**config.mk**
```make
export PLATFORM = sky130hd
export DESIGN_NAME = lcc_channel_regs_flat
export DESIGN_NICKNAME = d
export VERILOG_FILES = /design/src/lcc_pkg.sv /design/src/lcc_link_if.sv /design/src/lcc_channel_regs.sv /design/src/flat_wrapper.sv
export SDC_FILE = /design/constraint.sdc
export NUM_CORES = 1
export LEC_CHECK = 0
export ABC_AREA = 1
export BUFFER_PORTS_ARGS = -buffer_cell sky130_fd_sc_hd__buf_2
export CORE_ASPECT_RATIO = 1.75
export CORE_MARGIN = 2
export CORE_UTILIZATION = 55
export CTS_CLUSTER_DIAMETER = 150
export DETAILED_ROUTE_END_ITERATION = 10
export GPL_TIMING_DRIVEN = 0
export MAX_ROUTING_LAYER = met4
export PLACE_DENSITY_LB_ADDON = 0.05
export SYNTH_ARGS = -nofsm -noshare
export SYNTH_HDL_FRONTEND = slang
export SYNTH_SLANG_ARGS = --single-unit
```
**constraint.sdc**
```tcl
create_clock -name ref_clk -period 1.82 [get_ports ref_clk]
set_input_delay 0 -clock ref_clk [delete_from_list [all_inputs] [get_ports ref_clk]]
set_output_delay 0 -clock ref_clk [all_outputs]
set_load 0.01 [all_outputs]
```
**src/lcc_pkg.sv**
```systemverilog
// Operation
// - 0x50 writes, 0x51 reads gain byte
// - bit 7 bypasses input attenuator
// - bits 6,5 add tx gain, rx loss
// - bits 4:0 set signed-offset scaling gain
// - 10000 gives loopback, zero gives cutoff
// - 0x52/0x53 write/read line I/O data
// - data always latched, driven only when output
// - alternate bit acts only with E1 mux
// - line_io_7/6 are output-only, no direction
// - 0x54/0x55 direction; bit 7 reserved
// - bit 6 reads channel active, write 0
// - bit 5 global clock unsynced flag
// - bits 4:0 pin directions, 1 output
// - 0x60/0x61 write/read operating functions
// - filter bit 0 default, 1 programmed set
// - only enabled channels take commands
// - select default store or programmed memory
package lcc_pkg;
	localparam int NUM_CH = 4;
	localparam int NUM_DIR_PINS = 5;
	localparam int NUM_FILT = 6;

	// ----------------------------------------------------------------
	// link commands (bit 0 is read/write)
	// ----------------------------------------------------------------
	localparam logic [7:0] CMD_GAIN = 8'h50;
	localparam logic [7:0] CMD_IODATA = 8'h52;
	localparam logic [7:0] CMD_IODIR = 8'h54;
	localparam logic [7:0] CMD_OPFUNC = 8'h60;
	localparam int CMD_RD_BIT = 0;

	// ----------------------------------------------------------------
	// field positions and reset values
	// ----------------------------------------------------------------
	localparam int GAIN_ATTEN_OFF_BIT = 7;
	localparam int GAIN_TX_BOOST_BIT = 6;
	localparam int GAIN_RX_LOSS_BIT = 5;
	localparam logic [4:0] SCALE_LOOPBACK = 5'h10;
	localparam logic [4:0] SCALE_CUTOFF = 5'h00;
	localparam int IO_HI_LSB = 6;
	localparam int IO_ALT_BIT = 5;
	localparam int DIR_ACTIVE_BIT = 6;
	localparam int DIR_UNSYNC_BIT = 5;
	localparam int OPF_LINEAR_BIT = 7;
	localparam int OPF_MULAW_BIT = 6;
	localparam logic [7:0] RST_GAIN = 8'h00;
	localparam logic [7:0] RST_IODATA = 8'h00;
	localparam logic [4:0] RST_IODIR = 5'h00;
	localparam logic [7:0] RST_OPFUNC = 8'h00;

	// ----------------------------------------------------------------
	// host controller APB map
	// ----------------------------------------------------------------
	localparam logic [7:0] APB_CMD = 8'h00;
	localparam logic [7:0] APB_STATUS = 8'h04;
	localparam logic [7:0] APB_INT_STAT = 8'h08;
	localparam logic [7:0] APB_INT_MASK = 8'h0C;
	localparam int INT_DONE_BIT = 0;
	localparam int INT_REFUSED_BIT = 1;
	localparam logic [1:0] RST_INT_MASK = 2'h0;
endpackage

```
**src/lcc_link_if.sv**
```systemverilog
`timescale 1ns/1ps
interface lcc_link_if;
	logic       reqValid;
	logic [7:0] reqCmd;
	logic [7:0] reqData;
	logic       ackValid;
	logic [7:0] ackData;

	modport host (
		output reqValid,
		output reqCmd,
		output reqData,
		input  ackValid,
		input  ackData
	);
	modport dev (
		input  reqValid,
		input  reqCmd,
		input  reqData,
		output ackValid,
		output ackData
	);
endinterface

```
**src/lcc_channel_regs.sv**
```systemverilog
`timescale 1ns/1ps
module lcc_channel_regs (
	input  logic                  ref_clk,
	input  logic                  sys_rst,
	lcc_link_if.dev               link,
	input  logic [3:0]            chanEnable,
	input  logic [3:0]            channelActive,
	input  logic                  clockUnsynced,
	input  logic                  e1MuxEnable,
	input  logic [3:0][4:0]       lineIoIn,
	output logic [3:0][4:0]       lineIoOut,
	output logic [3:0][4:0]       lineIoOe,
	output logic [3:0][1:0]       lineIoHiOut,
	output logic [3:0]            lineIo1AltOut,
	output logic [3:0]            inputAttenOff,
	output logic [3:0]            txAnalogBoost,
	output logic [3:0]            rxAnalogLoss,
	output logic [3:0][4:0]       impedanceScaleCoeff,
	output logic [3:0]            fullDigitalLoopback,
	output logic [3:0]            scaleCutoff,
	output logic [3:0]            linearCodeSel,
	output logic [3:0]            companding,
	output logic [3:0][5:0]       filterUseProgrammed
);
	// ----------------------------------------------------------------
	// state
	// ----------------------------------------------------------------
	typedef struct packed {
		logic [3:0][7:0] gain;
		logic [3:0][7:0] ioData;
		logic [3:0][4:0] ioDir;
		logic [3:0][7:0] opFunc;
		logic [3:0][4:0] pinSync1;
		logic [3:0][4:0] pinSync2;
		logic [3:0]      loopback;
		logic [3:0]      cutoff;
		logic [3:0]      altOut;
		logic            ack;
		logic [7:0]      ackData;
	} lcc_dev_s;

	lcc_dev_s cur;
	lcc_dev_s next_cur;

	logic       take;
	logic       isRead;
	logic [7:0] base;
	logic [7:0] rdByte;
	logic       rdHit;

	// ----------------------------------------------------------------
	// next state
	// ----------------------------------------------------------------
	always_comb begin
		next_cur = cur;
		take = link.reqValid && !cur.ack;
		isRead = link.reqCmd[lcc_pkg::CMD_RD_BIT];
		base = {link.reqCmd[7:1], 1'b0};
		rdByte = 8'h00;
		rdHit = 1'b0;

		// ------------------------------------------------------------
		// pin synchronisers: pins come from outside the clock domain
		// ------------------------------------------------------------
		next_cur.pinSync1 = lineIoIn;
		next_cur.pinSync2 = cur.pinSync1;

		// ------------------------------------------------------------
		// link handshake
		// ------------------------------------------------------------
		// one request, one acknowledge; request held until ack seen
		next_cur.ack = take;
		next_cur.ackData = 8'h00;

		// ------------------------------------------------------------
		// channel writes and reads
		// ------------------------------------------------------------
		// each channel holds its own copy
		for (int c = lcc_pkg::NUM_CH - 1; c >= 0; c--) begin
			if (take && chanEnable[c] && !isRead) begin
				case (base)
					lcc_pkg::CMD_GAIN: begin
						next_cur.gain[c] = link.reqData;
					end
					lcc_pkg::CMD_IODATA: begin
						next_cur.ioData[c] = link.reqData;
					end
					lcc_pkg::CMD_IODIR: begin
						next_cur.ioDir[c] = link.reqData[4:0];
					end
					lcc_pkg::CMD_OPFUNC: begin
						next_cur.opFunc[c] = link.reqData;
					end
					default: begin
					end
				endcase
			end
			// lowest enabled channel answers a read, loop runs downward
			if (take && chanEnable[c] && isRead) begin
				rdHit = 1'b1;
				case (base)
					lcc_pkg::CMD_GAIN: begin
						rdByte = cur.gain[c];
					end
					lcc_pkg::CMD_IODATA: begin
						// input-mode pins read the pin, others the latch
						rdByte = cur.ioData[c];
						for (int b = 0; b < lcc_pkg::NUM_DIR_PINS; b++) begin
							if (!cur.ioDir[c][b]) begin
								rdByte[b] = cur.pinSync2[c][b];
							end
						end
					end
					lcc_pkg::CMD_IODIR: begin
						rdByte = {1'b0,
							channelActive[c],
							clockUnsynced,
							cur.ioDir[c]};
					end
					lcc_pkg::CMD_OPFUNC: begin
						rdByte = cur.opFunc[c];
					end
					default: begin
						rdByte = 8'h00;
					end
				endcase
			end
		end

		// ------------------------------------------------------------
		// read answer
		// ------------------------------------------------------------
		// status still readable with no channel enabled
		if (take && isRead && !rdHit && base == lcc_pkg::CMD_IODIR) begin
			rdByte = {2'b00, clockUnsynced, 5'h00};
		end
		if (take && isRead) begin
			next_cur.ackData = rdByte;
		end

		// ------------------------------------------------------------
		// decoded modes
		// ------------------------------------------------------------
		// decoded scaling modes, registered with the field
		for (int c = 0; c < lcc_pkg::NUM_CH; c++) begin
			next_cur.loopback[c] =
				next_cur.gain[c][4:0] == lcc_pkg::SCALE_LOOPBACK;
			next_cur.cutoff[c] =
				next_cur.gain[c][4:0] == lcc_pkg::SCALE_CUTOFF;
			// alternate bit ignored unless E1 mux on
			next_cur.altOut[c] = e1MuxEnable &&
				next_cur.ioData[c][lcc_pkg::IO_ALT_BIT];
		end

		// ------------------------------------------------------------
		// synchronous reset, overrides everything above
		// ------------------------------------------------------------
		if (sys_rst) begin
			for (int c = 0; c < lcc_pkg::NUM_CH; c++) begin
				next_cur.gain[c] = lcc_pkg::RST_GAIN;
				next_cur.ioData[c] = lcc_pkg::RST_IODATA;
				next_cur.ioDir[c] = lcc_pkg::RST_IODIR;
				next_cur.opFunc[c] = lcc_pkg::RST_OPFUNC;
				// decoded modes follow the reset field value
				next_cur.loopback[c] =
					lcc_pkg::RST_GAIN[4:0] == lcc_pkg::SCALE_LOOPBACK;
				next_cur.cutoff[c] =
					lcc_pkg::RST_GAIN[4:0] == lcc_pkg::SCALE_CUTOFF;
			end
			next_cur.pinSync1 = '0;
			next_cur.pinSync2 = '0;
			next_cur.altOut = '0;
			next_cur.ack = 1'b0;
			next_cur.ackData = 8'h00;
		end
	end

	// ----------------------------------------------------------------
	// state register
	// ----------------------------------------------------------------
	always_ff @(posedge ref_clk) begin
		cur <= next_cur;
	end

	// ----------------------------------------------------------------
	// outputs, all straight from state bits
	// ----------------------------------------------------------------
	assign link.ackValid = cur.ack;
	assign link.ackData = cur.ackData;
	assign lineIo1AltOut = cur.altOut;
	assign fullDigitalLoopback = cur.loopback;
	assign scaleCutoff = cur.cutoff;

	for (genvar c = 0; c < lcc_pkg::NUM_CH; c++) begin : g_ch
		// latch always kept; enable only where direction is output
		assign lineIoOut[c] = cur.ioData[c][4:0];
		assign lineIoOe[c] = cur.ioDir[c];
		// no direction control on the upper two pins
		assign lineIoHiOut[c] = cur.ioData[c][7:lcc_pkg::IO_HI_LSB];
		assign inputAttenOff[c] =
			cur.gain[c][lcc_pkg::GAIN_ATTEN_OFF_BIT];
		assign txAnalogBoost[c] =
			cur.gain[c][lcc_pkg::GAIN_TX_BOOST_BIT];
		assign rxAnalogLoss[c] =
			cur.gain[c][lcc_pkg::GAIN_RX_LOSS_BIT];
		// gain = 0.0625 * attenuator gain * (field - 16)
		assign impedanceScaleCoeff[c] = cur.gain[c][4:0];
		assign linearCodeSel[c] =
			cur.opFunc[c][lcc_pkg::OPF_LINEAR_BIT];
		assign companding[c] =
			cur.opFunc[c][lcc_pkg::OPF_MULAW_BIT];
		// per stage: 0 fixed store, 1 programmed memory
		assign filterUseProgrammed[c] = cur.opFunc[c][5:0];
	end
endmodule

```
**src/flat_wrapper.sv**
```systemverilog
// flat-port wrapper written by rule: the top's interface ports become plain ports
module lcc_channel_regs_flat 
  (ref_clk, sys_rst, chanEnable, channelActive, clockUnsynced, e1MuxEnable, lineIoIn, lineIoOut, lineIoOe, lineIoHiOut, lineIo1AltOut, inputAttenOff, txAnalogBoost, rxAnalogLoss, impedanceScaleCoeff, fullDigitalLoopback, scaleCutoff, linearCodeSel, companding, filterUseProgrammed, link_reqValid, link_reqCmd, link_reqData, link_ackValid, link_ackData);
  lcc_link_if link_i ();
  input  logic ref_clk;
  input  logic sys_rst;
  input  logic [3:0] chanEnable;
  input  logic [3:0] channelActive;
  input  logic clockUnsynced;
  input  logic e1MuxEnable;
  input  logic [3:0][4:0] lineIoIn;
  output logic [3:0][4:0] lineIoOut;
  output logic [3:0][4:0] lineIoOe;
  output logic [3:0][1:0] lineIoHiOut;
  output logic [3:0] lineIo1AltOut;
  output logic [3:0] inputAttenOff;
  output logic [3:0] txAnalogBoost;
  output logic [3:0] rxAnalogLoss;
  output logic [3:0][4:0] impedanceScaleCoeff;
  output logic [3:0] fullDigitalLoopback;
  output logic [3:0] scaleCutoff;
  output logic [3:0] linearCodeSel;
  output logic [3:0] companding;
  output logic [3:0][5:0] filterUseProgrammed;
  input wire logic [$bits(link_i.reqValid)-1:0] link_reqValid;
  input wire logic [$bits(link_i.reqCmd)-1:0] link_reqCmd;
  input wire logic [$bits(link_i.reqData)-1:0] link_reqData;
  output wire logic [$bits(link_i.ackValid)-1:0] link_ackValid;
  output wire logic [$bits(link_i.ackData)-1:0] link_ackData;
  assign link_i.reqValid = link_reqValid;
  assign link_i.reqCmd = link_reqCmd;
  assign link_i.reqData = link_reqData;
  assign link_ackValid = link_i.ackValid;
  assign link_ackData = link_i.ackData;
  lcc_channel_regs u_core (.ref_clk(ref_clk), .sys_rst(sys_rst), .link(link_i), .chanEnable(chanEnable), .channelActive(channelActive), .clockUnsynced(clockUnsynced), .e1MuxEnable(e1MuxEnable), .lineIoIn(lineIoIn), .lineIoOut(lineIoOut), .lineIoOe(lineIoOe), .lineIoHiOut(lineIoHiOut), .lineIo1AltOut(lineIo1AltOut), .inputAttenOff(inputAttenOff), .txAnalogBoost(txAnalogBoost), .rxAnalogLoss(rxAnalogLoss), .impedanceScaleCoeff(impedanceScaleCoeff), .fullDigitalLoopback(fullDigitalLoopback), .scaleCutoff(scaleCutoff), .linearCodeSel(linearCodeSel), .companding(companding), .filterUseProgrammed(filterUseProgrammed));
endmodule
```
## Yosys cells after proc, flatten, opt, wreduce, memory -nomap -nowiden

Index checks and enable logic that the tools add are counted.

| storage, ports and cells | value |
|---|---|
| register bits after elaboration | 177 |
| bits of input ports | 49 |

| operators by class | value |
|---|---|
| mux-type cells | 49 |
| bitwise gates (word level) | 1 |
| equal/unequal tests | 8 |
| reduce and logical (&&, ||, !) cells | 45 |

Operator list:

| operator | number |
|---|---|
| $pmux 8 s4 | 4 |
| $mux 6 | 9 |
| $mux 5 | 8 |
| $mux 8 | 4 |
| $reduce_and 2->1 | 16 |
| $eq 7x6->1 const B | 4 |
| $mux 1 | 24 |
| $eq 5x5->1 const B | 4 |
| $logic_and 1x1->1 | 20 |
| $logic_not 5->1 | 4 |
| $logic_not 1->1 | 3 |
| $reduce_or 3->1 | 1 |
| $reduce_or 2->1 | 1 |
| $not 1->1 | 1 |

## Logic depth before layout (Yosys ltp)

| logic depth | value |
|---|---|
| depth in word-level cells | 12 |
| gate-level depth with buffers | 13 |

## Worst setup path before layout

Ideal clock, no wire load.

| timing path | value |
|---|---|
| kind | register to register |
| from | register u_core.cur (netlist bit u_core.link.ackValid) |
| to | register u_core.cur (netlist bit u_core.scaleCutoff[3]) |
| path buffers | 1 |
| period minus slack after synthesis | 1.492 ns |
| stages on the path, launching flop included | 12 |
| slack | 0.328 ns |
| arrival | 1.363 ns |
| data required time | 1.691 ns |
| cells stage by stage | dfxtp_1 -> inv_2 -> nand2_1 -> nor2_4 -> inv_2 -> nor2_2 -> nand2_4 -> buf_6 -> o21ai_0 -> inv_1 -> nand4_1 -> o21ai_1 |

| on the way | value |
|---|---|
| longest elaborated chain between the ends | 6 |

Ends and longest elaborated chain:

| what | line | text |
|---|---|---|
| start, declared | lcc_channel_regs.sv:42 | `lcc_dev_s cur;` |
| start signal, assigned | lcc_channel_regs.sv:182 | `cur <= next_cur;` |
| $logic_not 1->1 | lcc_channel_regs.sv:56 | `take = link.reqValid && !cur.ack;` |
| $logic_and 1x1->1 | lcc_channel_regs.sv:56 |  |
| $logic_and 1x1->1 (2 in series) | lcc_channel_regs.sv:80 | `if (take && chanEnable[c] && !isRead) begin` |
| $mux 5 | lcc_channel_regs.sv:80 |  |
| $logic_not 5->1 | lcc_channel_regs.sv:149 | `next_cur.gain[c][4:0] == lcc_pkg::SCALE_CUTOFF;` |

No other way between the ends.
A chain may end at the register's enable or synchronous reset.

## Final worst setup path

| timing path | value |
|---|---|
| from | register u_core.cur (netlist bit u_core.link.ackValid) |
| to | register u_core.cur (netlist bit u_core.link.ackData[3]) |

| on the way | value |
|---|---|
| longest elaborated chain between the ends | 12 |
| elaborated cells on any way between the ends | 24 |

Ends and longest elaborated chain:

| what | line | text |
|---|---|---|
| $logic_not 1->1 * | lcc_channel_regs.sv:56 |  |
| $logic_and 1x1->1 * | lcc_channel_regs.sv:56 |  |
| $logic_and 1x1->1 (2 in series) | lcc_channel_regs.sv:99 | `if (take && chanEnable[c] && isRead) begin` |
| $mux 1 (4 in series) | lcc_channel_regs.sv:99 |  |
| $logic_not 1->1 | lcc_channel_regs.sv:134 | `if (take && isRead && !rdHit && base == lcc_pkg::CMD_IODIR) begin` |
| $logic_and 1x1->1 (2 in series) | lcc_channel_regs.sv:134 |  |
| $reduce_or 3->1 (no line) | n/a |  |

Every way passes the cells marked *; elsewhere a longest branch is shown, timed or not.

==> metrics <==
Overflow after GRT=0; reg2reg end=u_core.link.ackData[3]; routability cong.=0.998; Critical path origin=u_core.link.ackValid; pwr dens=794 nW/µm²; cell area after layout=10700 µm²; crit-path cells=inv_2 -> nand3_2 -> inv_2 -> nand2_1 -> nor2_4 -> o21ai_0 -> a21oi_1 -> nand3_1 -> nand3_1 -> a21oi_1; TritonCTS clock tree=yes; Clock Skew=0.0152 ns; Worst-path clk slew=roughly 0.08 ns; placed inst area=9360 µm²; final setup vio count=0; CTS Buffer Depth=2; Buffers on Ports=180; setup tns final=0 ns; Root Driver=clkbuf_16; Routed Antenna Nets=0; Inserted Diodes=0; vias in the first global route=7840; drt total wl=29600 µm; Post-Synthesis Cells=1098; Crit. End Element=flop; initial antenna violation count=0; Levels on crit path=10; reg2reg setup slack=0.006 ns; sequential cell area fraction in the yosys report=0.430; area of the multi-input gates=about 3100 µm²; TritonCTS Buffers=17; max-slew violations=0; Cells after DPL=1461; timing endpoint of the critical path=u_core.link.ackData[3]; clock sink total=177; RSZ-0062 raised after global routing=true; synthesized area=8230 µm²; Post-Route Utilization=0.723; Pwr Total=roughly 8.5 mW; slack of the critical path=0.00612 ns; core area=14800 µm²; post-synthesis cell type count=36; DRC=0; Initial DRC Count=~690; Die Ht=166 µm; Non-Filler Instances=1544; min Tclk post-route=1.81 ns; relative slew slack=0.398; IO Pins=182; 1st-pass router iterations=6; syn_nets=1147; CP peak stage delay=0.32 ns; pre-CTS setup slack=-0.292 ns; Hold WC Path Type=input pin to flop; Sequential Area=approximately 3500 µm²; Initial Util=0.558; Crit Path Class=flop to flop; hpwl dp=between 20000 and 25000 µm; delay-heaviest family, CP=simple AND/OR/NAND/NOR gates; status=completed; Slew @ Worst Pin=0.903 ns; Final Hold Violating Endpoints=0; Leakage Power=5.20 nW; Core Rows=59; Setup crit start kind=flop; Clk Latency, worst-skew pair=0.44 ns; Synth Register Bits=177; die area=16000 µm²; fin crit share=0.997; Syn Area/Cell=7.50 µm²; Area Overhead vs Synth=29.7%; die width=roughly 96 µm; fmax=551 MHz; Bufs and invs on worst path=2; slowest CP cell=dfxtp_2; H-tree levels=4; max-cap viol count=0; GRT Resource Usage Total=0.378; Arrival @ worst endpoint=2.11 ns; largest net degree at the start of global routing=21; NumNets Final=1397; Hold Path Origin=chanEnable[3]; CP Data Required Time=2.11 ns; layout cells sized above 1=0.333; synth warn=0; R2R Path Start=u_core.link.ackValid; vias per inst=5.37; vias post-DR=8291; worst hold slack=0.00267 ns; Max FO, Critical Path=8; # fillers=1244; first-pass GRT wire length=43100 µm; Reg2Reg Depth=10; Max VDD drop=0.000666 V; WL per Instance=roughly 19 µm
[layer usage]
metal	wire, µm	up-vias	track usage
li1	-	3889	-
met1	10400	3764	0.405
met2	14700	513	0.624
met3	2380	125	0.0626
met4	2130	0	0.244
met5	0	-	-
[placed cells by master (no fill, tap or decap), types with 3 or more instances in the layout]
cell type | Yosys | final
a211oi_1 | 10 | 10
a21oi_1 | 100 | 98
buf_12 | 0 | 3
buf_2 | 13 | 188
buf_4 | 137 | 155
buf_6 | 4 | 7
clkbuf_1 | 24 | 24
clkbuf_16 | 0 | 17
clkinv_8 | 0 | 5
dfxtp_1 | 177 | 176
dlygate4sd3_1 | 0 | 30
inv_1 | 121 | 121
inv_2 | 13 | 13
inv_8 | 0 | 4
mux2i_1 | 5 | 5
nand2_1 | 135 | 134
nand2_2 | 7 | 5
nand2_8 | 1 | 4
nand3_1 | 30 | 29
nand4_1 | 12 | 12
nor2_1 | 132 | 128
nor2_2 | 12 | 7
nor2_4 | 7 | 16
nor3_1 | 5 | 5
nor4_1 | 4 | 4
o2111ai_1 | 6 | 6
o211ai_1 | 3 | 3
o21ai_0 | 104 | 104
o21ai_1 | 15 | 7
o21ai_2 | 2 | 10
o22ai_1 | 8 | 8
[state kept, by name (all words and copies together), names as in the netlist]
signal	flops
u_core.cur	44
u_core.filterUseProgrammed	24
u_core.impedanceScaleCoeff	20
u_core.lineIoOe	20
u_core.lineIoOut	20
u_core.lineIoHiOut	8
u_core.link.ackData	8
u_core.companding	4
u_core.fullDigitalLoopback	4
u_core.inputAttenOff	4
u_core.lineIo1AltOut	4
u_core.linearCodeSel	4
u_core.rxAnalogLoss	4
u_core.scaleCutoff	4
u_core.txAnalogBoost	4
u_core.link.ackValid	1
[worst register-to-register path, delay by kind of cell (launching register included)]
family,cells,cell delay [ns]
buffers and inverters,2,0.21
and+or+nand+nor,5,0.73
DFF,1,0.32
AOI/OAI and AO/OA,3,0.41
[where the power goes]
part           switching, mW  total [mW]  internal [mW]
clock network           1.88        4.03           2.15
logic                  0.343       0.524          0.181
registers             0.0146        3.93           3.91
total                   2.23        8.48           6.24
[layout make-up]
type,instances,area share
repair buffers,231,0.131
flip-flops and latches,177,0.332
inverters,136,0.0480
clock buffers,17,0.0398
plain buffers,178,0.117
multi-input cells,607,0.289
well taps,183,0.0214
clock inverters,15,0.0214
[timing repair]
action                                 4_1_cts  5_1_grt
endpoints found under the hold margin       41        0
pin swaps                                    4       10
setup endpoints to repair                   25       39
hold buffers                                30        0
buffers inserted                             8       13
resized for setup                           11       32
[how the worst min path moves through the flow]
stage / end / slack, ns / depth (start not counted)
after global placement: u_core.cur[50] / 0.20 / 3
after floorplan: u_core.cur[41] / 0.11 / 2
final: u_core.rxAnalogLoss[3] / 0.003 / 5
after detailed placement: u_core.cur[43] / 0.21 / 3
after global routing: u_core.rxAnalogLoss[3] / 0.04 / 5
after CTS: u_core.rxAnalogLoss[3] / 0.003 / 5
[logic make-up (layout without fill, tap and decap cells)]
family / Yosys count / in the layout / synth area share
AOI/OAI and AO/OA: 250 / 250 / 0.162
buffers and inverters: 314 / 577 / 0.212
DFF: 177 / 177 / 0.430
muxes: 6 / 6 / 0.00745
and+or+nand+nor: 351 / 351 / 0.189
[cell usage after synthesis (all sizes together)]
cell type,n,area share
a211oi,10,0.0091
nor4,4,0.0030
nand2,144,0.071
dfxtp,177,0.43
a21oi,100,0.061
or2,2,0.0015
mux2i,5,0.0061
nand3,31,0.019
mux2,1,0.0014
o21ai,121,0.074
nor3,5,0.0030
buf,154,0.14
o211ai,3,0.0027
clkbuf,24,0.011
a21boi,1,0.00091
o22ai,8,0.0061
nor2,152,0.081
clkinv,1,0.00046
nand3b,1,0.00091
inv,135,0.062
o2111ai,6,0.0064
o221ai,1,0.0011
nand4,12,0.0091
No activity file was read; power rests on OpenSTA's default activity.
